[src/core/clock_stop_spi_port_map.vh]
// Register map, field positions and constants of the clock-stop SPI port
`ifndef CLOCK_STOP_SPI_PORT_MAP_VH
`define CLOCK_STOP_SPI_PORT_MAP_VH

`define CTRL_OFFSET      8'h00
`define TXDATA_OFFSET    8'h04
`define RXDATA_OFFSET    8'h08
`define STATUS_OFFSET    8'h0C

`define CTRL_RESET       32'h0000_0000
`define TXDATA_RESET     8'h00
`define RXDATA_RESET     8'h00

`define CTRL_CLKPOL_BIT  0
`define CTRL_TXPOL_BIT   1
`define CTRL_RXPOL_BIT   2
`define CTRL_TXCLKD_BIT  3
`define CTRL_RXCLKD_BIT  4
`define CTRL_TXSYND_BIT  5
`define CTRL_RXSYND_BIT  6
`define CTRL_SRCSEL_BIT  7
`define CTRL_STOP_LSB    8
`define CTRL_STOP_MSB    9
`define CTRL_DIV_LSB     16
`define CTRL_DIV_MSB     23

`define STAT_BUSY_BIT    0
`define STAT_RXRDY_BIT   1
`define STAT_CFGERR_BIT  2
`define STAT_MASTER_BIT  3
`define STAT_TXPEND_BIT  4

`define STOP_MODE_LATE   2'b11
`define SLAVE_RATE_DIV   8'h01
`define WORD_BITS        4'h8

`define RESP_OKAY        2'b00
`define RESP_SLVERR      2'b10

`endif

[src/core/clock_stop_spi_port.v]
// Clock-stop SPI port with AXI4-Lite register access
//
// Our own choices: the placing of the registers and register access over AXI4-Lite.
`timescale 1ns/1ns
`default_nettype none
`include "clock_stop_spi_port_map.vh"

module clock_stop_spi_port (
  input  wire        sys_clk_i,
  input  wire        rst_i,
  input  wire [7:0]  s_axi_awaddr_i,
  input  wire        s_axi_awvalid_i,
  output wire        s_axi_awready_o,
  input  wire [31:0] s_axi_wdata_i,
  input  wire [3:0]  s_axi_wstrb_i,
  input  wire        s_axi_wvalid_i,
  output wire        s_axi_wready_o,
  output reg  [1:0]  s_axi_bresp_o,
  output reg         s_axi_bvalid_o,
  input  wire        s_axi_bready_i,
  input  wire [7:0]  s_axi_araddr_i,
  input  wire        s_axi_arvalid_i,
  output wire        s_axi_arready_o,
  output reg  [31:0] s_axi_rdata_o,
  output reg  [1:0]  s_axi_rresp_o,
  output reg         s_axi_rvalid_o,
  input  wire        s_axi_rready_i,
  input  wire        tx_bitclk_pin_i,
  output wire        tx_bitclk_pin_o,
  output wire        tx_bitclk_pin_oe_o,
  input  wire        tx_sync_pin_i,
  output wire        tx_sync_pin_o,
  output wire        tx_sync_pin_oe_o,
  input  wire        rx_sync_pin_i,
  output reg         serial_out_pin_o,
  output reg         serial_out_pin_oe_o,
  input  wire        serial_in_pin_i
);

  localparam [2:0] ST_IDLE  = 3'b000;
  localparam [2:0] ST_HIGH  = 3'b001;
  localparam [2:0] ST_LOW   = 3'b010;
  localparam [2:0] ST_TAIL  = 3'b011;
  localparam [2:0] ST_SLAVE = 3'b100;

  reg  [31:0] ctrl;
  reg  [7:0]  tx_word;
  reg         tx_pending;
  reg  [7:0]  rx_word;
  reg         rx_ready;
  reg  [2:0]  state;
  reg  [8:0]  cnt;
  reg  [3:0]  bit_cnt;
  reg  [7:0]  tx_shift;
  reg  [7:0]  rx_shift;
  reg         clk_level;
  reg         sync_active;
  reg         prev_nclk;
  reg         aw_held;
  reg         w_held;
  reg  [7:0]  aw_addr;
  reg  [31:0] w_data;
  reg  [3:0]  w_strb;
  reg  [31:0] next_ctrl;
  reg  [31:0] read_mux;
  reg         read_hit;
  integer     b;

  wire [3:0]  pins_sync;
  wire        s_clk    = pins_sync[0];
  wire        s_txsync = pins_sync[1];
  wire        s_rxsync = pins_sync[2];
  wire        s_in     = pins_sync[3];

  wire        tx_bitclk_polarity    = ctrl[`CTRL_CLKPOL_BIT];
  wire        tx_sync_polarity      = ctrl[`CTRL_TXPOL_BIT];
  wire        rx_sync_polarity      = ctrl[`CTRL_RXPOL_BIT];
  wire        tx_bitclk_dir         = ctrl[`CTRL_TXCLKD_BIT];
  wire        rx_bitclk_dir         = ctrl[`CTRL_RXCLKD_BIT];
  wire        tx_sync_dir           = ctrl[`CTRL_TXSYND_BIT];
  wire        rx_sync_dir           = ctrl[`CTRL_RXSYND_BIT];
  wire        rate_clock_source_sel = ctrl[`CTRL_SRCSEL_BIT];
  wire [1:0]  stop_mode_field       = ctrl[`CTRL_STOP_MSB:`CTRL_STOP_LSB];
  wire [7:0]  rate_divide_value     = ctrl[`CTRL_DIV_MSB:`CTRL_DIV_LSB];

  // Mode selection from the direction bits, the stop mode field and the rate source and divide
  wire stop_ok     = (stop_mode_field == `STOP_MODE_LATE);
  wire master_mode = stop_ok & tx_bitclk_dir & tx_sync_dir
                     & ~rx_bitclk_dir & ~rx_sync_dir;
  wire slave_dirs  = ~tx_bitclk_dir & ~tx_sync_dir
                     & ~rx_bitclk_dir & ~rx_sync_dir;
  wire slave_rate  = rate_clock_source_sel
                     & (rate_divide_value == `SLAVE_RATE_DIV);
  wire slave_mode  = stop_ok & slave_dirs & slave_rate;
  wire cfg_error   = ~master_mode & ~slave_mode;

  // Bit clock phase lengths in system clock cycles
  wire [7:0] eff_div  = (rate_divide_value == 8'h00) ? 8'h01 : rate_divide_value;
  wire [8:0] period   = {1'b0, eff_div} + 9'h001;
  wire [8:0] low_len  = {2'b00, eff_div[7:1]} + {8'h00, eff_div[0]};
  wire [8:0] high_len = {2'b00, eff_div[7:1]} + 9'h001;

  // Slave side views of the pins
  wire nclk   = tx_bitclk_polarity ? s_clk : ~s_clk;
  wire s_rise = nclk & ~prev_nclk;
  wire s_fall = ~nclk & prev_nclk;
  wire tx_act = tx_sync_polarity ? ~s_txsync : s_txsync;
  wire rx_act = rx_sync_polarity ? ~s_rxsync : s_rxsync;

  // Bus handshakes
  wire aw_hs    = s_axi_awvalid_i & s_axi_awready_o;
  wire w_hs     = s_axi_wvalid_i & s_axi_wready_o;
  wire ar_hs    = s_axi_arvalid_i & s_axi_arready_o;
  wire do_write = aw_held & w_held & ~s_axi_bvalid_o;
  wire wr_ctrl  = do_write & (aw_addr[7:2] == `CTRL_OFFSET >> 2);
  wire tx_write = do_write & (aw_addr[7:2] == `TXDATA_OFFSET >> 2);
  wire rx_read  = ar_hs & (s_axi_araddr_i[7:2] == `RXDATA_OFFSET >> 2);
  wire wr_hit   = (aw_addr[7:2] == `CTRL_OFFSET >> 2)
                  | (aw_addr[7:2] == `TXDATA_OFFSET >> 2)
                  | (aw_addr[7:2] == `RXDATA_OFFSET >> 2)
                  | (aw_addr[7:2] == `STATUS_OFFSET >> 2);

  assign s_axi_awready_o = ~aw_held & ~s_axi_bvalid_o;
  assign s_axi_wready_o  = ~w_held & ~s_axi_bvalid_o;
  assign s_axi_arready_o = ~s_axi_rvalid_o;

  // Pin drivers
  assign tx_bitclk_pin_o    = ~(clk_level ^ tx_bitclk_polarity);
  assign tx_bitclk_pin_oe_o = tx_bitclk_dir;
  assign tx_sync_pin_o      = sync_active ^ tx_sync_polarity;
  assign tx_sync_pin_oe_o   = tx_sync_dir;

  pin_sync3 #(
    .W (4)
  ) u_pin_sync (
    .sys_clk_i (sys_clk_i),
    .rst_i     (rst_i),
    .pin_i     ({serial_in_pin_i, rx_sync_pin_i, tx_sync_pin_i, tx_bitclk_pin_i}),
    .level_o   (pins_sync)
  );

  // Control register byte-lane merge
  always @* begin
    next_ctrl = ctrl;
    for (b = 0; b < 4; b = b + 1) begin
      if (w_strb[b]) begin
        next_ctrl[b*8 +: 8] = w_data[b*8 +: 8];
      end
    end
  end

  // Read data selection
  always @* begin
    read_mux = 32'h0000_0000;
    read_hit = 1'b1;
    case (s_axi_araddr_i[7:2])
      `CTRL_OFFSET >> 2:   read_mux = ctrl;
      `TXDATA_OFFSET >> 2: read_mux = {24'h00_0000, tx_word};
      `RXDATA_OFFSET >> 2: read_mux = {24'h00_0000, rx_word};
      `STATUS_OFFSET >> 2: begin
        read_mux[`STAT_BUSY_BIT]   = (state != ST_IDLE);
        read_mux[`STAT_RXRDY_BIT]  = rx_ready;
        read_mux[`STAT_CFGERR_BIT] = cfg_error;
        read_mux[`STAT_MASTER_BIT] = master_mode;
        read_mux[`STAT_TXPEND_BIT] = tx_pending;
      end
      default: read_hit = 1'b0;
    endcase
  end

  // AXI4-Lite slave
  always @(posedge sys_clk_i) begin
    if (rst_i) begin
      aw_held        <= 1'b0;
      w_held         <= 1'b0;
      aw_addr        <= 8'h00;
      w_data         <= 32'h0000_0000;
      w_strb         <= 4'h0;
      ctrl           <= `CTRL_RESET;
      s_axi_bvalid_o <= 1'b0;
      s_axi_bresp_o  <= `RESP_OKAY;
      s_axi_rvalid_o <= 1'b0;
      s_axi_rresp_o  <= `RESP_OKAY;
      s_axi_rdata_o  <= 32'h0000_0000;
    end else begin
      if (aw_hs) begin
        aw_held <= 1'b1;
        aw_addr <= s_axi_awaddr_i;
      end
      if (w_hs) begin
        w_held <= 1'b1;
        w_data <= s_axi_wdata_i;
        w_strb <= s_axi_wstrb_i;
      end
      if (do_write) begin
        aw_held        <= 1'b0;
        w_held         <= 1'b0;
        s_axi_bvalid_o <= 1'b1;
        s_axi_bresp_o  <= wr_hit ? `RESP_OKAY : `RESP_SLVERR;
        if (wr_ctrl) begin
          ctrl <= next_ctrl;
        end
      end else if (s_axi_bvalid_o & s_axi_bready_i) begin
        s_axi_bvalid_o <= 1'b0;
      end
      if (ar_hs) begin
        s_axi_rvalid_o <= 1'b1;
        s_axi_rdata_o  <= read_mux;
        s_axi_rresp_o  <= read_hit ? `RESP_OKAY : `RESP_SLVERR;
      end else if (s_axi_rvalid_o & s_axi_rready_i) begin
        s_axi_rvalid_o <= 1'b0;
      end
    end
  end

  // Transfer engine for master and slave operation
  always @(posedge sys_clk_i) begin
    if (rst_i) begin
      state               <= ST_IDLE;
      cnt                 <= 9'h000;
      bit_cnt             <= 4'h0;
      tx_shift            <= 8'h00;
      rx_shift            <= 8'h00;
      tx_word             <= `TXDATA_RESET;
      tx_pending          <= 1'b0;
      rx_word             <= `RXDATA_RESET;
      rx_ready            <= 1'b0;
      clk_level           <= 1'b1;
      sync_active         <= 1'b0;
      prev_nclk           <= 1'b0;
      serial_out_pin_o    <= 1'b0;
      serial_out_pin_oe_o <= 1'b0;
    end else begin
      prev_nclk <= nclk;
      if (rx_read) begin
        rx_ready <= 1'b0;
      end
      case (state)
        ST_IDLE: begin
          clk_level <= 1'b1;
          if (master_mode & tx_pending) begin
            sync_active         <= 1'b1;
            tx_pending          <= 1'b0;
            tx_shift            <= tx_word;
            serial_out_pin_o    <= tx_word[7];
            serial_out_pin_oe_o <= 1'b1;
            bit_cnt             <= 4'h0;
            cnt                 <= period - 9'h001;
            state               <= ST_HIGH;
          end else if (slave_mode & tx_act) begin
            tx_pending          <= 1'b0;
            tx_shift            <= tx_word;
            serial_out_pin_o    <= tx_word[7];
            serial_out_pin_oe_o <= 1'b1;
            bit_cnt             <= 4'h0;
            state               <= ST_SLAVE;
          end
        end
        ST_HIGH: begin
          if (~master_mode) begin
            serial_out_pin_oe_o <= 1'b0;
            sync_active         <= 1'b0;
            state               <= ST_IDLE;
          end else if (cnt == 9'h000) begin
            clk_level <= 1'b0;
            rx_shift  <= {rx_shift[6:0], s_in};
            bit_cnt   <= bit_cnt + 4'h1;
            cnt       <= low_len - 9'h001;
            state     <= ST_LOW;
          end else begin
            cnt <= cnt - 9'h001;
          end
        end
        ST_LOW: begin
          if (~master_mode) begin
            clk_level           <= 1'b1;
            serial_out_pin_oe_o <= 1'b0;
            sync_active         <= 1'b0;
            state               <= ST_IDLE;
          end else if (cnt == 9'h000) begin
            clk_level <= 1'b1;
            cnt       <= high_len - 9'h001;
            if (bit_cnt == `WORD_BITS) begin
              serial_out_pin_oe_o <= 1'b0;
              rx_word             <= rx_shift;
              rx_ready            <= 1'b1;
              state               <= ST_TAIL;
            end else begin
              tx_shift         <= {tx_shift[6:0], 1'b0};
              serial_out_pin_o <= tx_shift[6];
              state            <= ST_HIGH;
            end
          end else begin
            cnt <= cnt - 9'h001;
          end
        end
        ST_TAIL: begin
          if ((cnt == 9'h000) | ~master_mode) begin
            sync_active <= 1'b0;
            state       <= ST_IDLE;
          end else begin
            cnt <= cnt - 9'h001;
          end
        end
        ST_SLAVE: begin
          if (~tx_act | ~slave_mode) begin
            serial_out_pin_oe_o <= 1'b0;
            state               <= ST_IDLE;
          end else if (s_fall & rx_act & (bit_cnt != `WORD_BITS)) begin
            rx_shift <= {rx_shift[6:0], s_in};
            bit_cnt  <= bit_cnt + 4'h1;
            if (bit_cnt == `WORD_BITS - 4'h1) begin
              rx_word  <= {rx_shift[6:0], s_in};
              rx_ready <= 1'b1;
            end
          end else if (s_rise & (bit_cnt != 4'h0)) begin
            if (bit_cnt == `WORD_BITS) begin
              serial_out_pin_oe_o <= 1'b0;
            end else begin
              tx_shift         <= {tx_shift[6:0], 1'b0};
              serial_out_pin_o <= tx_shift[6];
            end
          end
        end
        default: begin
          state <= ST_IDLE;
        end
      endcase
      if (tx_write) begin
        tx_word    <= w_data[7:0];
        tx_pending <= 1'b1;
      end
    end
  end

endmodule // clock_stop_spi_port

`default_nettype wire

[src/core/pin_sync3.v]
// Three-stage pin synchroniser with agreement filter
`timescale 1ns/1ns
`default_nettype none

module pin_sync3 #(
  parameter W = 4
) (
  input  wire         sys_clk_i,
  input  wire         rst_i,
  input  wire [W-1:0] pin_i,
  output reg  [W-1:0] level_o
);

  reg [W-1:0] stage1;
  reg [W-1:0] stage2;
  reg [W-1:0] stage3;
  integer     k;

  always @(posedge sys_clk_i) begin
    if (rst_i) begin
      stage1  <= {W{1'b0}};
      stage2  <= {W{1'b0}};
      stage3  <= {W{1'b0}};
      level_o <= {W{1'b0}};
    end else begin
      stage1 <= pin_i;
      stage2 <= stage1;
      stage3 <= stage2;
      // Change accepted once second and third stage agree
      for (k = 0; k < W; k = k + 1) begin
        if (stage2[k] == stage3[k]) begin
          level_o[k] <= stage3[k];
        end
      end
    end
  end

endmodule // pin_sync3

`default_nettype wire

[config.mk]
export PLATFORM = sky130hd
export DESIGN_NAME = clock_stop_spi_port
export DESIGN_NICKNAME = d
export VERILOG_FILES = /design/src/core/clock_stop_spi_port.v /design/src/core/pin_sync3.v
export VERILOG_INCLUDE_DIRS = /design/src /design/src/core
export SDC_FILE = /design/constraint.sdc
export NUM_CORES = 1
export LEC_CHECK = 0
export BUFFER_PORTS_ARGS = -buffer_cell sky130_fd_sc_hd__buf_2
export CAP_MARGIN = 20
export CORE_MARGIN = 2
export CORE_UTILIZATION = 52
export CTS_CLUSTER_SIZE = 25
export DETAILED_ROUTE_END_ITERATION = 12
export GPL_TIMING_DRIVEN = 0
export PLACE_DENSITY = 0.83
export SLEW_MARGIN = 10
export SYNTH_ARGS = -nofsm -noshare
export SYNTH_HDL_FRONTEND = slang
export SYNTH_HIERARCHICAL = 1
export SYNTH_SLANG_ARGS = --single-unit
[constraint.sdc]
create_clock -name sys_clk_i -period 2 [get_ports sys_clk_i]
set_input_delay 0.5 -clock sys_clk_i [delete_from_list [all_inputs] [get_ports sys_clk_i]]
set_output_delay 0.5 -clock sys_clk_i [all_outputs]
set_load 0.02 [all_outputs]
After elaboration in Yosys (flattened, before gate mapping)

Cells that the tools add are included.

Bits in registers: 187
Output and inout port bits: 47

$add $sub $neg: 8
Equal/unequal tests: 40
Muxes and demuxes: 97
Bitwise gates (word level): 54
Reductions and logical operators: 36

Operator list:

| operator                                            | number |
|---|---|
| two-way mux 8 bit                                   | 19 |
| case mux 27 bit (3 select lines)                    | 1 |
| two-way mux 9 bit                                   | 6 |
| two-way mux 1 bit                                   | 42 |
| case mux 9 bit (4 select lines)                     | 1 |
| inequality test 2 bit, second input constant        | 16 |
| case mux 8 bit (2 select lines)                     | 2 |
| bitwise AND 1 bit                                   | 30 |
| equality test 6 x 2 -> 1 bit, second input constant | 4 |
| two-way mux 3 bit                                   | 8 |
| two-way mux 4 bit                                   | 6 |
| case mux 8 bit (3 select lines)                     | 1 |
| case mux 5 bit (4 select lines)                     | 1 |
| nonzero test 3 bit                                  | 6 |
| subtractor 8 x 1 -> 9 bit, second input constant    | 2 |
| subtractor 9 x 1 -> 9 bit, second input constant    | 2 |
| inverter 1 bit                                      | 17 |
| inequality test 3 bit, second input constant        | 5 |
| case mux 3 bit (5 select lines)                     | 1 |
| AND reduction 5 bit                                 | 3 |
| AND reduction 7 bit                                 | 2 |
| equality test 6 x 1 -> 1 bit, second input constant | 2 |
| logical NOT 6 bit                                   | 2 |
| case mux 4 bit (3 select lines)                     | 1 |
| other kinds (30)                                    | 55 |

Logic depth before layout (Yosys ltp)

Gate-level depths: netlist of run 1.

Word-level depth: 11
Gate-level depth with buffers: 10

By module

The synthesis of run 1 kept the hierarchy.

By module, submodules not included:

| module              | times used | cells each | area an instance (um^2) |
|---|---|---|---|
| clock_stop_spi_port | 1          | 881        | 7577.3 |
| pin_sync3           | 1          | 41         | 486.7 |

Worst setup path before layout of run 1

No wires, ideal clock.

Path kind: register -> register
From: reg ctrl[19]
To: reg cnt[4]
Setup time: 0.125 ns
Data arrival time: 2.082 ns
Data required time: 1.875 ns
Setup slack: -0.207 ns
Stages on the path, launching flop included: 11
Cell sequence: dfxtp_1 -> clkbuf_8 -> nor3_2 -> a21oi_1 -> ha_1 -> ha_1 -> or3b_2 -> a21oi_1 -> o32ai_1 -> a221oi_1 -> o32ai_1

Cells in the longest elaborated chain, start to end: 7
Elaborated cells on any way between the ends: 14
Those cells by class: add/sub (6); mux (7); reduce/logical (1)

Ends and longest elaborated chain:

| element                                      | line                                                 | source |
|---|---|---|
| from (decl)                                  | clock_stop_spi_port.v:46                             | `reg [31:0] ctrl;` |
| from (signal assigned)                       | clock_stop_spi_port.v:179                            | `` ctrl <= `CTRL_RESET; `` |
| from (signal assigned)                       | clock_stop_spi_port.v:201                            | `ctrl <= next_ctrl;` |
| logical NOT 8 bit                            | clock_stop_spi_port.v:98                             | `wire [7:0] eff_div = (rate_divide_value == 8'h00) ? 8'h01 : rate_divide_value;` |
| two-way mux 8 bit (*)                        | clock_stop_spi_port.v:98                             |  |
| adder 7 x 1 -> 8 bit (on tied branches)      | clock_stop_spi_port.v:101, clock_stop_spi_port.v:100 |  |
| subtractor 8 x 1 -> 9 bit (on tied branches) | clock_stop_spi_port.v:282, clock_stop_spi_port.v:268 |  |
| two-way mux 9 bit (on tied branches)         | clock_stop_spi_port.v:280, clock_stop_spi_port.v:264 |  |
| two-way mux 9 bit (on tied branches)         | clock_stop_spi_port.v:275, clock_stop_spi_port.v:260 |  |
| case mux 9 bit (4 select lines) (*)          | clock_stop_spi_port.v:238                            | `case (state)` |
| to (signal assigned)                         | clock_stop_spi_port.v:248                            | `cnt <= period - 9'h001;` |
| to (signal assigned)                         | clock_stop_spi_port.v:271                            | `cnt <= cnt - 9'h001;` |
| to (signal assigned)                         | clock_stop_spi_port.v:282                            | `cnt <= high_len - 9'h001;` |
| to (decl)                                    | clock_stop_spi_port.v:52                             | `reg [8:0] cnt;` |

Mark *: on every way between the ends. The rest lies on a longest branch, timed or not. The select of a mux whose other input is x is not followed.
A chain may end at the register's enable or synchronous reset.

Final worst setup path of run 1

From: reg ctrl[16]
To: reg tx_shift[5]

Cells in the longest elaborated chain, start to end: 7
Elaborated cells on any way between the ends: 9
Those cells by class: eq/ne (3); bitwise (5); reduce/logical (1)

Ends and longest elaborated chain:

| element                                           | line                      | source |
|---|---|---|
| equality test 8 x 1 -> 1 bit (no source line) (*) | -                         |  |
| bitwise AND 1 bit (*)                             | clock_stop_spi_port.v:92  | `wire slave_rate = rate_clock_source_sel` |
| bitwise AND 1 bit (*)                             | clock_stop_spi_port.v:94  | `wire slave_mode = stop_ok & slave_dirs & slave_rate;` |
| inverter 1 bit                                    | clock_stop_spi_port.v:306 | `if (~tx_act \| ~slave_mode) begin` |
| bitwise OR 1 bit                                  | clock_stop_spi_port.v:306 |  |
| inequality test 2 bit (no source line)            | -                         |  |
| AND reduction 7 bit (no source line) (*)          | -                         |  |
| to (signal assigned)                              | clock_stop_spi_port.v:252 | `tx_shift <= tx_word;` |
| to (signal assigned)                              | clock_stop_spi_port.v:289 | `tx_shift <= {tx_shift[6:0], 1'b0};` |
| to (signal assigned)                              | clock_stop_spi_port.v:320 | `tx_shift <= {tx_shift[6:0], 1'b0};` |
| to (decl)                                         | clock_stop_spi_port.v:54  | `reg [7:0] tx_shift;` |

Mark *: on every way between the ends. The rest lies on a longest branch, timed or not.

==> run metrics, run 1 <==
outcome=finished, violations left; failing checks=negative setup slack; crit path launch type=flop; Avg WL per Cell=between 15 and 20 um; Final Max Tran Viols=0; Ports=110; asr flop ratio synth=0; Detailed Routing Iterations Pass 1=7; CP Buf/Inv Count=1; ANT nets after route=0; Slew HR=0.394; Layout fillers=approximately 1.1k; die area=between 15000 and 20000 um^2; Top Family by Delay on Critical Path=simple AND/OR/NAND/NOR gates; Synth Flop Type=dfxtp_1; Slew @ Worst Pin=around 0.9 ns; first-pass GRT wire length=38400 um; pre-CTS setup slack=-0.628 ns; detailed placement HPWL=about 16000 um; I/O Buffers=103; initial antenna violation count=0; RD Place Congestion=~0.91; Sink Count=roughly 180; Seq cells post-synth=approximately 180; max incr delay on CP=around 0.53 ns; dpl cell area=between 8000 and 9000 um^2; largest net degree at the start of global routing=17; Final #Nets=1160; Avg Cell Area, Syn=around 8.7 um^2; Final Setup Violations=37; Tmin final=2.25 ns; Total Routed Length=roughly 25000 um; Root Driver=clkbuf_16; placed instance count=~1.2k; kind of critical path=flop to flop; Total GRT Usage=0.299; total CTS buffers=17; # rows=between 40 and 50; Util after Layout=0.685; total power per unit cell area=739 nW/um^2; H-tree levels=4; vias per inst=6.16; final hold vios=0; die height=129 um; hold crit path type=primary input to flop; Arr. time, crit path=around 2.6 ns; Setup TNS Final=-4.90 ns; Worst-path clk slew=about 0.070 ns; Fin Hold WS=between 0.2 and 0.3 ns; Die X=about 130 um; Final Cycle Share=1.12; post-synthesis cell type count=just over 80; Worst Clk Skew=around 0.012 ns; clk_lat worst skew=approximately 0.44 ns; Final Cell Area=between 10000 and 15000 um^2; drc violations=0; post-synth top area cell=dfxtp_1; Antenna Cells=0; Initial DRC Count=999; CP cell instances=and4bb_2 > and4_4 > a221oi_4 > a2111oi_4 > buf_6 > mux2_4; starting density of the core=0.530; unrepaired setup endpoints after global routing=true; fin worst setup slack=-0.246 ns; vias in the first global route=between 7k and 8k; maximum VDD drop=roughly 0.75 mV; top cells by area, synth=dfxtp_1, nand2_1, a21oi_1, mux2i_1, nor2_1; Ys Warns=6; EDFF count, synth=0; share of post-route cells with drive strength above 1=0.306; number of max-cap violations=0; Finished Layout Cells=approximately 1.3k; synthesized instance count=just over 900; Area growth syn-to-layout=29.0%; Worst setup EP type=flop; register area share after synthesis=0.452; maximum clock frequency=about 450 MHz; total power=7.69 mW; Post-Syn Area=8060 um^2; required time worst endpoint=roughly 2.3 ns; GRT Residual Overflow=0; Yosys top cell area share=0.452; Clock Path Buffers=2; via count=about 8k; CP Max Fanout=8; CTS tree=built; Leak=about 4.1 nW; Slowest-stage cell, CP=dfxtp_1; Placeable Area=15200 um^2
==> report_power, final <==
group          internal [mW]  switching [mW]  total (mW)  leakage, nW
registers               3.70          0.0567        3.75         1.48
clock network           2.00            1.49        3.48        0.296
logic                  0.163           0.293       0.456         2.29
==> cell families (layout without fill, tap and decap cells) <==
logic type | count (synthesis) | after routing | share of synthesized area
AO/OA/AOI/OAI | 227 | 227 | 0.183
XOR/XNOR | 11 | 11 | 0.0119
adder cells (fa/ha/maj) | 6 | 6 | 0.00931
buffers and inverters | 76 | 257 | 0.0461
flip-flops | 182 | 182 | 0.452
multiplexers | 54 | 54 | 0.0746
other | 1 | 2 | 0.000465
AND/OR/NAND/NOR | 365 | 365 | 0.223
==> state kept, by name, summed over array words and instances (netlist names), 3 cells and up <==
signal / flops
u_pin_sync/stage3: 4
rx_word: 8
u_pin_sync/stage2: 4
tx_word: 8
ctrl: 32
cnt: 9
bit_cnt: 4
s_axi_rdata_o: 32
w_strb: 4
w_data: 32
u_pin_sync/level_o: 4
rx_shift: 8
aw_addr: 6
state: 3
tx_shift: 7
u_pin_sync/stage1: 4
==> worst paths after layout <==
path                                    from                              end  slack, ns  cells after the start
min reg2reg  u_pin_sync/stage1[0]$_SDFF_PP0_  u_pin_sync/stage2[0]$_SDFF_PP0_       0.45                      1
min                            rx_sync_pin_i  u_pin_sync/stage1[2]$_SDFF_PP0_       0.27                      2
max reg2reg            ctrl[16]$_SDFFE_PP0P_         tx_shift[5]$_SDFFE_PP0P_      -0.25                      6
max                    ctrl[16]$_SDFFE_PP0P_         tx_shift[5]$_SDFFE_PP0P_      -0.25                      6
==> what timing repair did <==
item | 4_1_cts | 5_1_grt
hold buffers | 0 | 0
endpoints found under the setup margin | 120 | 113
gates resized for setup | 99 | 42
buffers inserted | 39 | 12
pin swaps | 39 | 36
cloned | 2 | 0
==> area by class of cell <==
cell class	instances	area (um^2)	area share
Multi-Input combinational cell	665	4560	0.438
Timing Repair Buffer	156	952	0.0915
Clock buffer	21	480	0.0462
Sequential cell	182	3670	0.353
Buffer	52	314	0.0302
Inverter	17	63.8	0.00613
Clock inverter	11	136	0.0131
Tap cell	188	235	0.0226
==> metal layers <==
metal,wire [um],vias to the layer above,track usage,part of all wire
met5,0,-,0,0
met4,1090,0,0.112,0.043
met3,2220,107,0.0628,0.087
met2,12000,481,0.490,0.47
met1,10100,3767,0.390,0.40
li1,-,3606,-,-
==> Yosys cell counts (3+ instances only) <==
| library cell | instances |
|---|---|
| buf_1 | 4 |
| clkbuf_8 | 4 |
| ha_1 | 6 |
| a22oi_1 | 32 |
| or4_1 | 5 |
| dfxtp_1 | 182 |
| mux2i_1 | 41 |
| o31ai_1 | 6 |
| o211ai_1 | 9 |
| clkbuf_1 | 40 |
| nor3_1 | 11 |
| and2_1 | 6 |
| nor2_1 | 78 |
| a21oi_1 | 106 |
| a31oi_1 | 4 |
| buf_2 | 4 |
| or3b_2 | 4 |
| xnor2_1 | 3 |
| nand2b_1 | 8 |
| nand4_1 | 5 |
| a221oi_1 | 3 |
| a41oi_1 | 3 |
| mux4_2 | 4 |
| mux2_2 | 9 |
| nor3b_1 | 7 |
| nand2_1 | 179 |
| a311oi_1 | 3 |
| xor2_1 | 8 |
| o32ai_1 | 5 |
| o21ai_0 | 20 |
| inv_1 | 17 |
| and2b_2 | 11 |
| nand3_1 | 13 |
| buf_6 | 4 |
| nor2b_2 | 4 |
| nor2b_1 | 5 |
| a211oi_1 | 4 |
| o41ai_1 | 10 |
==> placed cells by master (no fill, tap or decap), types with 9 or more instances in the layout <==
master,instances
o211ai_1,9
nand2_1,173
nor2_1,76
a22oi_1,32
inv_1,15
o21ai_0,16
mux2i_1,41
a21oi_1,101
buf_6,16
buf_4,45
clkbuf_16,17
clkbuf_1,25
buf_2,104
nand3_1,12
and2b_2,11
dfxtp_1,170
Note: power is estimated with default switching activity, not from simulation.
==> run 2, diff against run 1 <==
--- a/config.mk
+++ b/config.mk
@@ -7,13 +7,12 @@
 export NUM_CORES = 1
 export LEC_CHECK = 0
 export BUFFER_PORTS_ARGS = -buffer_cell sky130_fd_sc_hd__buf_2
-export CAP_MARGIN = 20
 export CORE_MARGIN = 2
 export CORE_UTILIZATION = 52
 export CTS_CLUSTER_SIZE = 25
 export DETAILED_ROUTE_END_ITERATION = 12
 export GPL_TIMING_DRIVEN = 0
-export PLACE_DENSITY = 0.83
+export PLACE_DENSITY = 0.76
 export SLEW_MARGIN = 10
 export SYNTH_ARGS = -nofsm -noshare
 export SYNTH_HDL_FRONTEND = slang
==> run metrics, run 2 (same netlist as run 1, synthesis figures left out) <==
clk_lat worst skew=0.43 ns (was 0.44 ns); # rows=45 (unchanged); maximum VDD drop=0.715 mV (was 0.754 mV); Final Cycle Share=1.16 (was 1.12); Total Routed Length=24400 um (was 25400 um); largest registers=ctrl x32, s_axi_rdata_o x32, w_data x32 (unchanged); Clock Path Buffers=2 (unchanged); die area=16500 um^2 (unchanged); Worst Clk Skew=0.00783 ns (was 0.0123 ns); required time worst endpoint=2.33 ns (was 2.32 ns); CP Max Fanout=3 (was 8); Slew HR=0.535 (was 0.394); Top Family by Delay on Critical Path=compound AO/OA/AOI/OAI gates (was simple AND/OR/NAND/NOR gates); Die X=129 um (unchanged); pre-CTS setup slack=-0.653 ns (was -0.628 ns); GRT Residual Overflow=0 (unchanged); Avg WL per Cell=18.9 um (was 19.7 um); vias in the first global route=7075 (was 7317); Final #Nets=1162 (was 1160); Critical Path Most Common Cell=buf_6; kind of critical path=flop to flop (unchanged); Root Driver=clkbuf_16 (unchanged); ANT nets after route=0 (unchanged); Worst-path clk slew=0.07 ns (about the same); unrepaired setup endpoints after global routing=true (unchanged); Worst setup EP type=flop (unchanged); failing checks=negative setup slack (unchanged); crit path launch type=flop (unchanged); Leak=4.14 nW (was 4.07 nW); hold crit path type=primary input to flop (unchanged); Area growth syn-to-layout=30.5% (was 29.0%); dpl cell area=8850 um^2 (was 8860 um^2); H-tree levels=4 (unchanged); via count=7810 (was 7961); total CTS buffers=17 (unchanged); CP cell instances=nor4_4 > buf_6 > a21oi_4 > ha_4 > buf_6 > or3b_4 > o21ai_1 > a311oi_1 > a211oi_1 > o32ai_1 (was and4bb_2 > and4_4 > a221oi_4 > a2111oi_4 > buf_6 > mux2_4); Total GRT Usage=0.282 (was 0.299); Final Setup Violations=34 (was 37); maximum clock frequency=431 MHz (was 445 MHz); Final Max Tran Viols=0 (unchanged); Antenna Cells=0 (unchanged); Arr. time, crit path=2.65 ns (was 2.57 ns); Slowest-stage cell, CP=dfxtp_4 (was dfxtp_1); Tmin final=2.32 ns (was 2.25 ns); Detailed Routing Iterations Pass 1=6 (was 7); vias per inst=6.04 (was 6.16); Placeable Area=15200 um^2 (unchanged); detailed placement HPWL=15800 um (was 16100 um); final hold vios=0 (unchanged); CTS tree=built (unchanged); outcome=finished, violations left (unchanged); share of post-route cells with drive strength above 1=0.317 (was 0.306); fin worst setup slack=-0.322 ns (was -0.246 ns); first-pass GRT wire length=36600 um (was 38400 um); max incr delay on CP=0.36 ns (was 0.53 ns); number of max-cap violations=0 (unchanged); total power per unit cell area=733 nW/um^2 (was 739 nW/um^2); RD Place Congestion=0.907 (was 0.905); most frequent cells in the layout=nand2_1, dfxtp_1, buf_2 (unchanged); CP Buf/Inv Count=2 (was 1); Sink Count=182 (unchanged); starting density of the core=0.530 (unchanged); drc violations=0 (unchanged); Final Cell Area=10500 um^2 (was 10400 um^2); I/O Buffers=103 (unchanged); largest net degree at the start of global routing=17 (unchanged); Initial DRC Count=688 (was 999); Ports=110 (unchanged); Slew @ Worst Pin=0.697 ns (was 0.906 ns); initial antenna violation count=0 (unchanged); die height=129 um (unchanged); most common cell after layout, fill and taps aside=nand2_1 (unchanged)
==> run 2: where the power goes <==
group	switching, mW	internal [mW]	total [mW]
Combinational	0.288	0.162	0.449
Sequential	0.0540	3.70	3.75
Clock	1.49	2.02	3.52
Total	1.84	5.88	7.72
==> run 2: final timing paths <==
path / cells after the start / from / slack [ns] / end
hold / removal: 2 / rx_sync_pin_i / 0.28 / u_pin_sync/stage1[2]$_SDFF_PP0_
hold reg to reg: 1 / u_pin_sync/stage1[0]$_SDFF_PP0_ / 0.45 / u_pin_sync/stage2[0]$_SDFF_PP0_
setup reg to reg: 10 / ctrl[23]$_SDFFE_PP0P_ / -0.32 / cnt[5]$_SDFFE_PP0P_
setup / recovery: 10 / ctrl[23]$_SDFFE_PP0P_ / -0.32 / cnt[5]$_SDFFE_PP0P_
==> run 2: per-stage QoR <==
step	setup TNS (ns)	util	hold WS [ns]	power (mW)	std cells
finish	-4.80	0.692	0.277	7.72	1294
global route	-7.20	0.692	0.279	7.95	1294
CTS	-2.89	0.651	0.271	7.69	1272
detailed placement	-44.97	0.582	0.435	4.25	1214
global placement	-42.37	0.582	0.418	4.24	1214
floorplan	-1.04	-	0.414	4.08	923
==> run 2: final cells by class <==
| cell class | count | area [um^2] |
|---|---|---|
| clock buffer | 20 | 447 |
| sequential | 182 | 3670 |
| clock inverter | 12 | 168 |
| tap | 188 | 235 |
| inverter | 17 | 63.8 |
| multi-input combinational | 665 | 4630 |
| buffer | 52 | 319 |
| timing repair buffer | 158 | 993 |
| fill | 1189 | 4680 |
==> run 2: per-layer routing <==
layer / track usage / up-vias / wire (um)
met3: 0.0678 / 66 / 1930
li1: - / 3604 / -
met2: 0.453 / 378 / 11600
met1: 0.377 / 3762 / 10300
met4: 0.0959 / 0 / 641
met5: 0 / - / 0
==> run 2: worst register-to-register path: cells and delay by family (launching register included) <==
family / cells / cell delay [ns]
buf+inv: 2 / 0.27
simple gates: 2 / 0.56
flops: 1 / 0.36
fa+ha+maj: 1 / 0.18
compound gates: 5 / 0.85
==> run 2: what timing repair did <==
| item | in CTS | in global routing |
|---|---|---|
| cloned | 0 | 2 |
| buffers inserted | 30 | 24 |
| setup endpoints to repair | 122 | 129 |
| gates resized for setup | 61 | 101 |
| pin swaps | 25 | 37 |
| hold buffers | 0 | 0 |
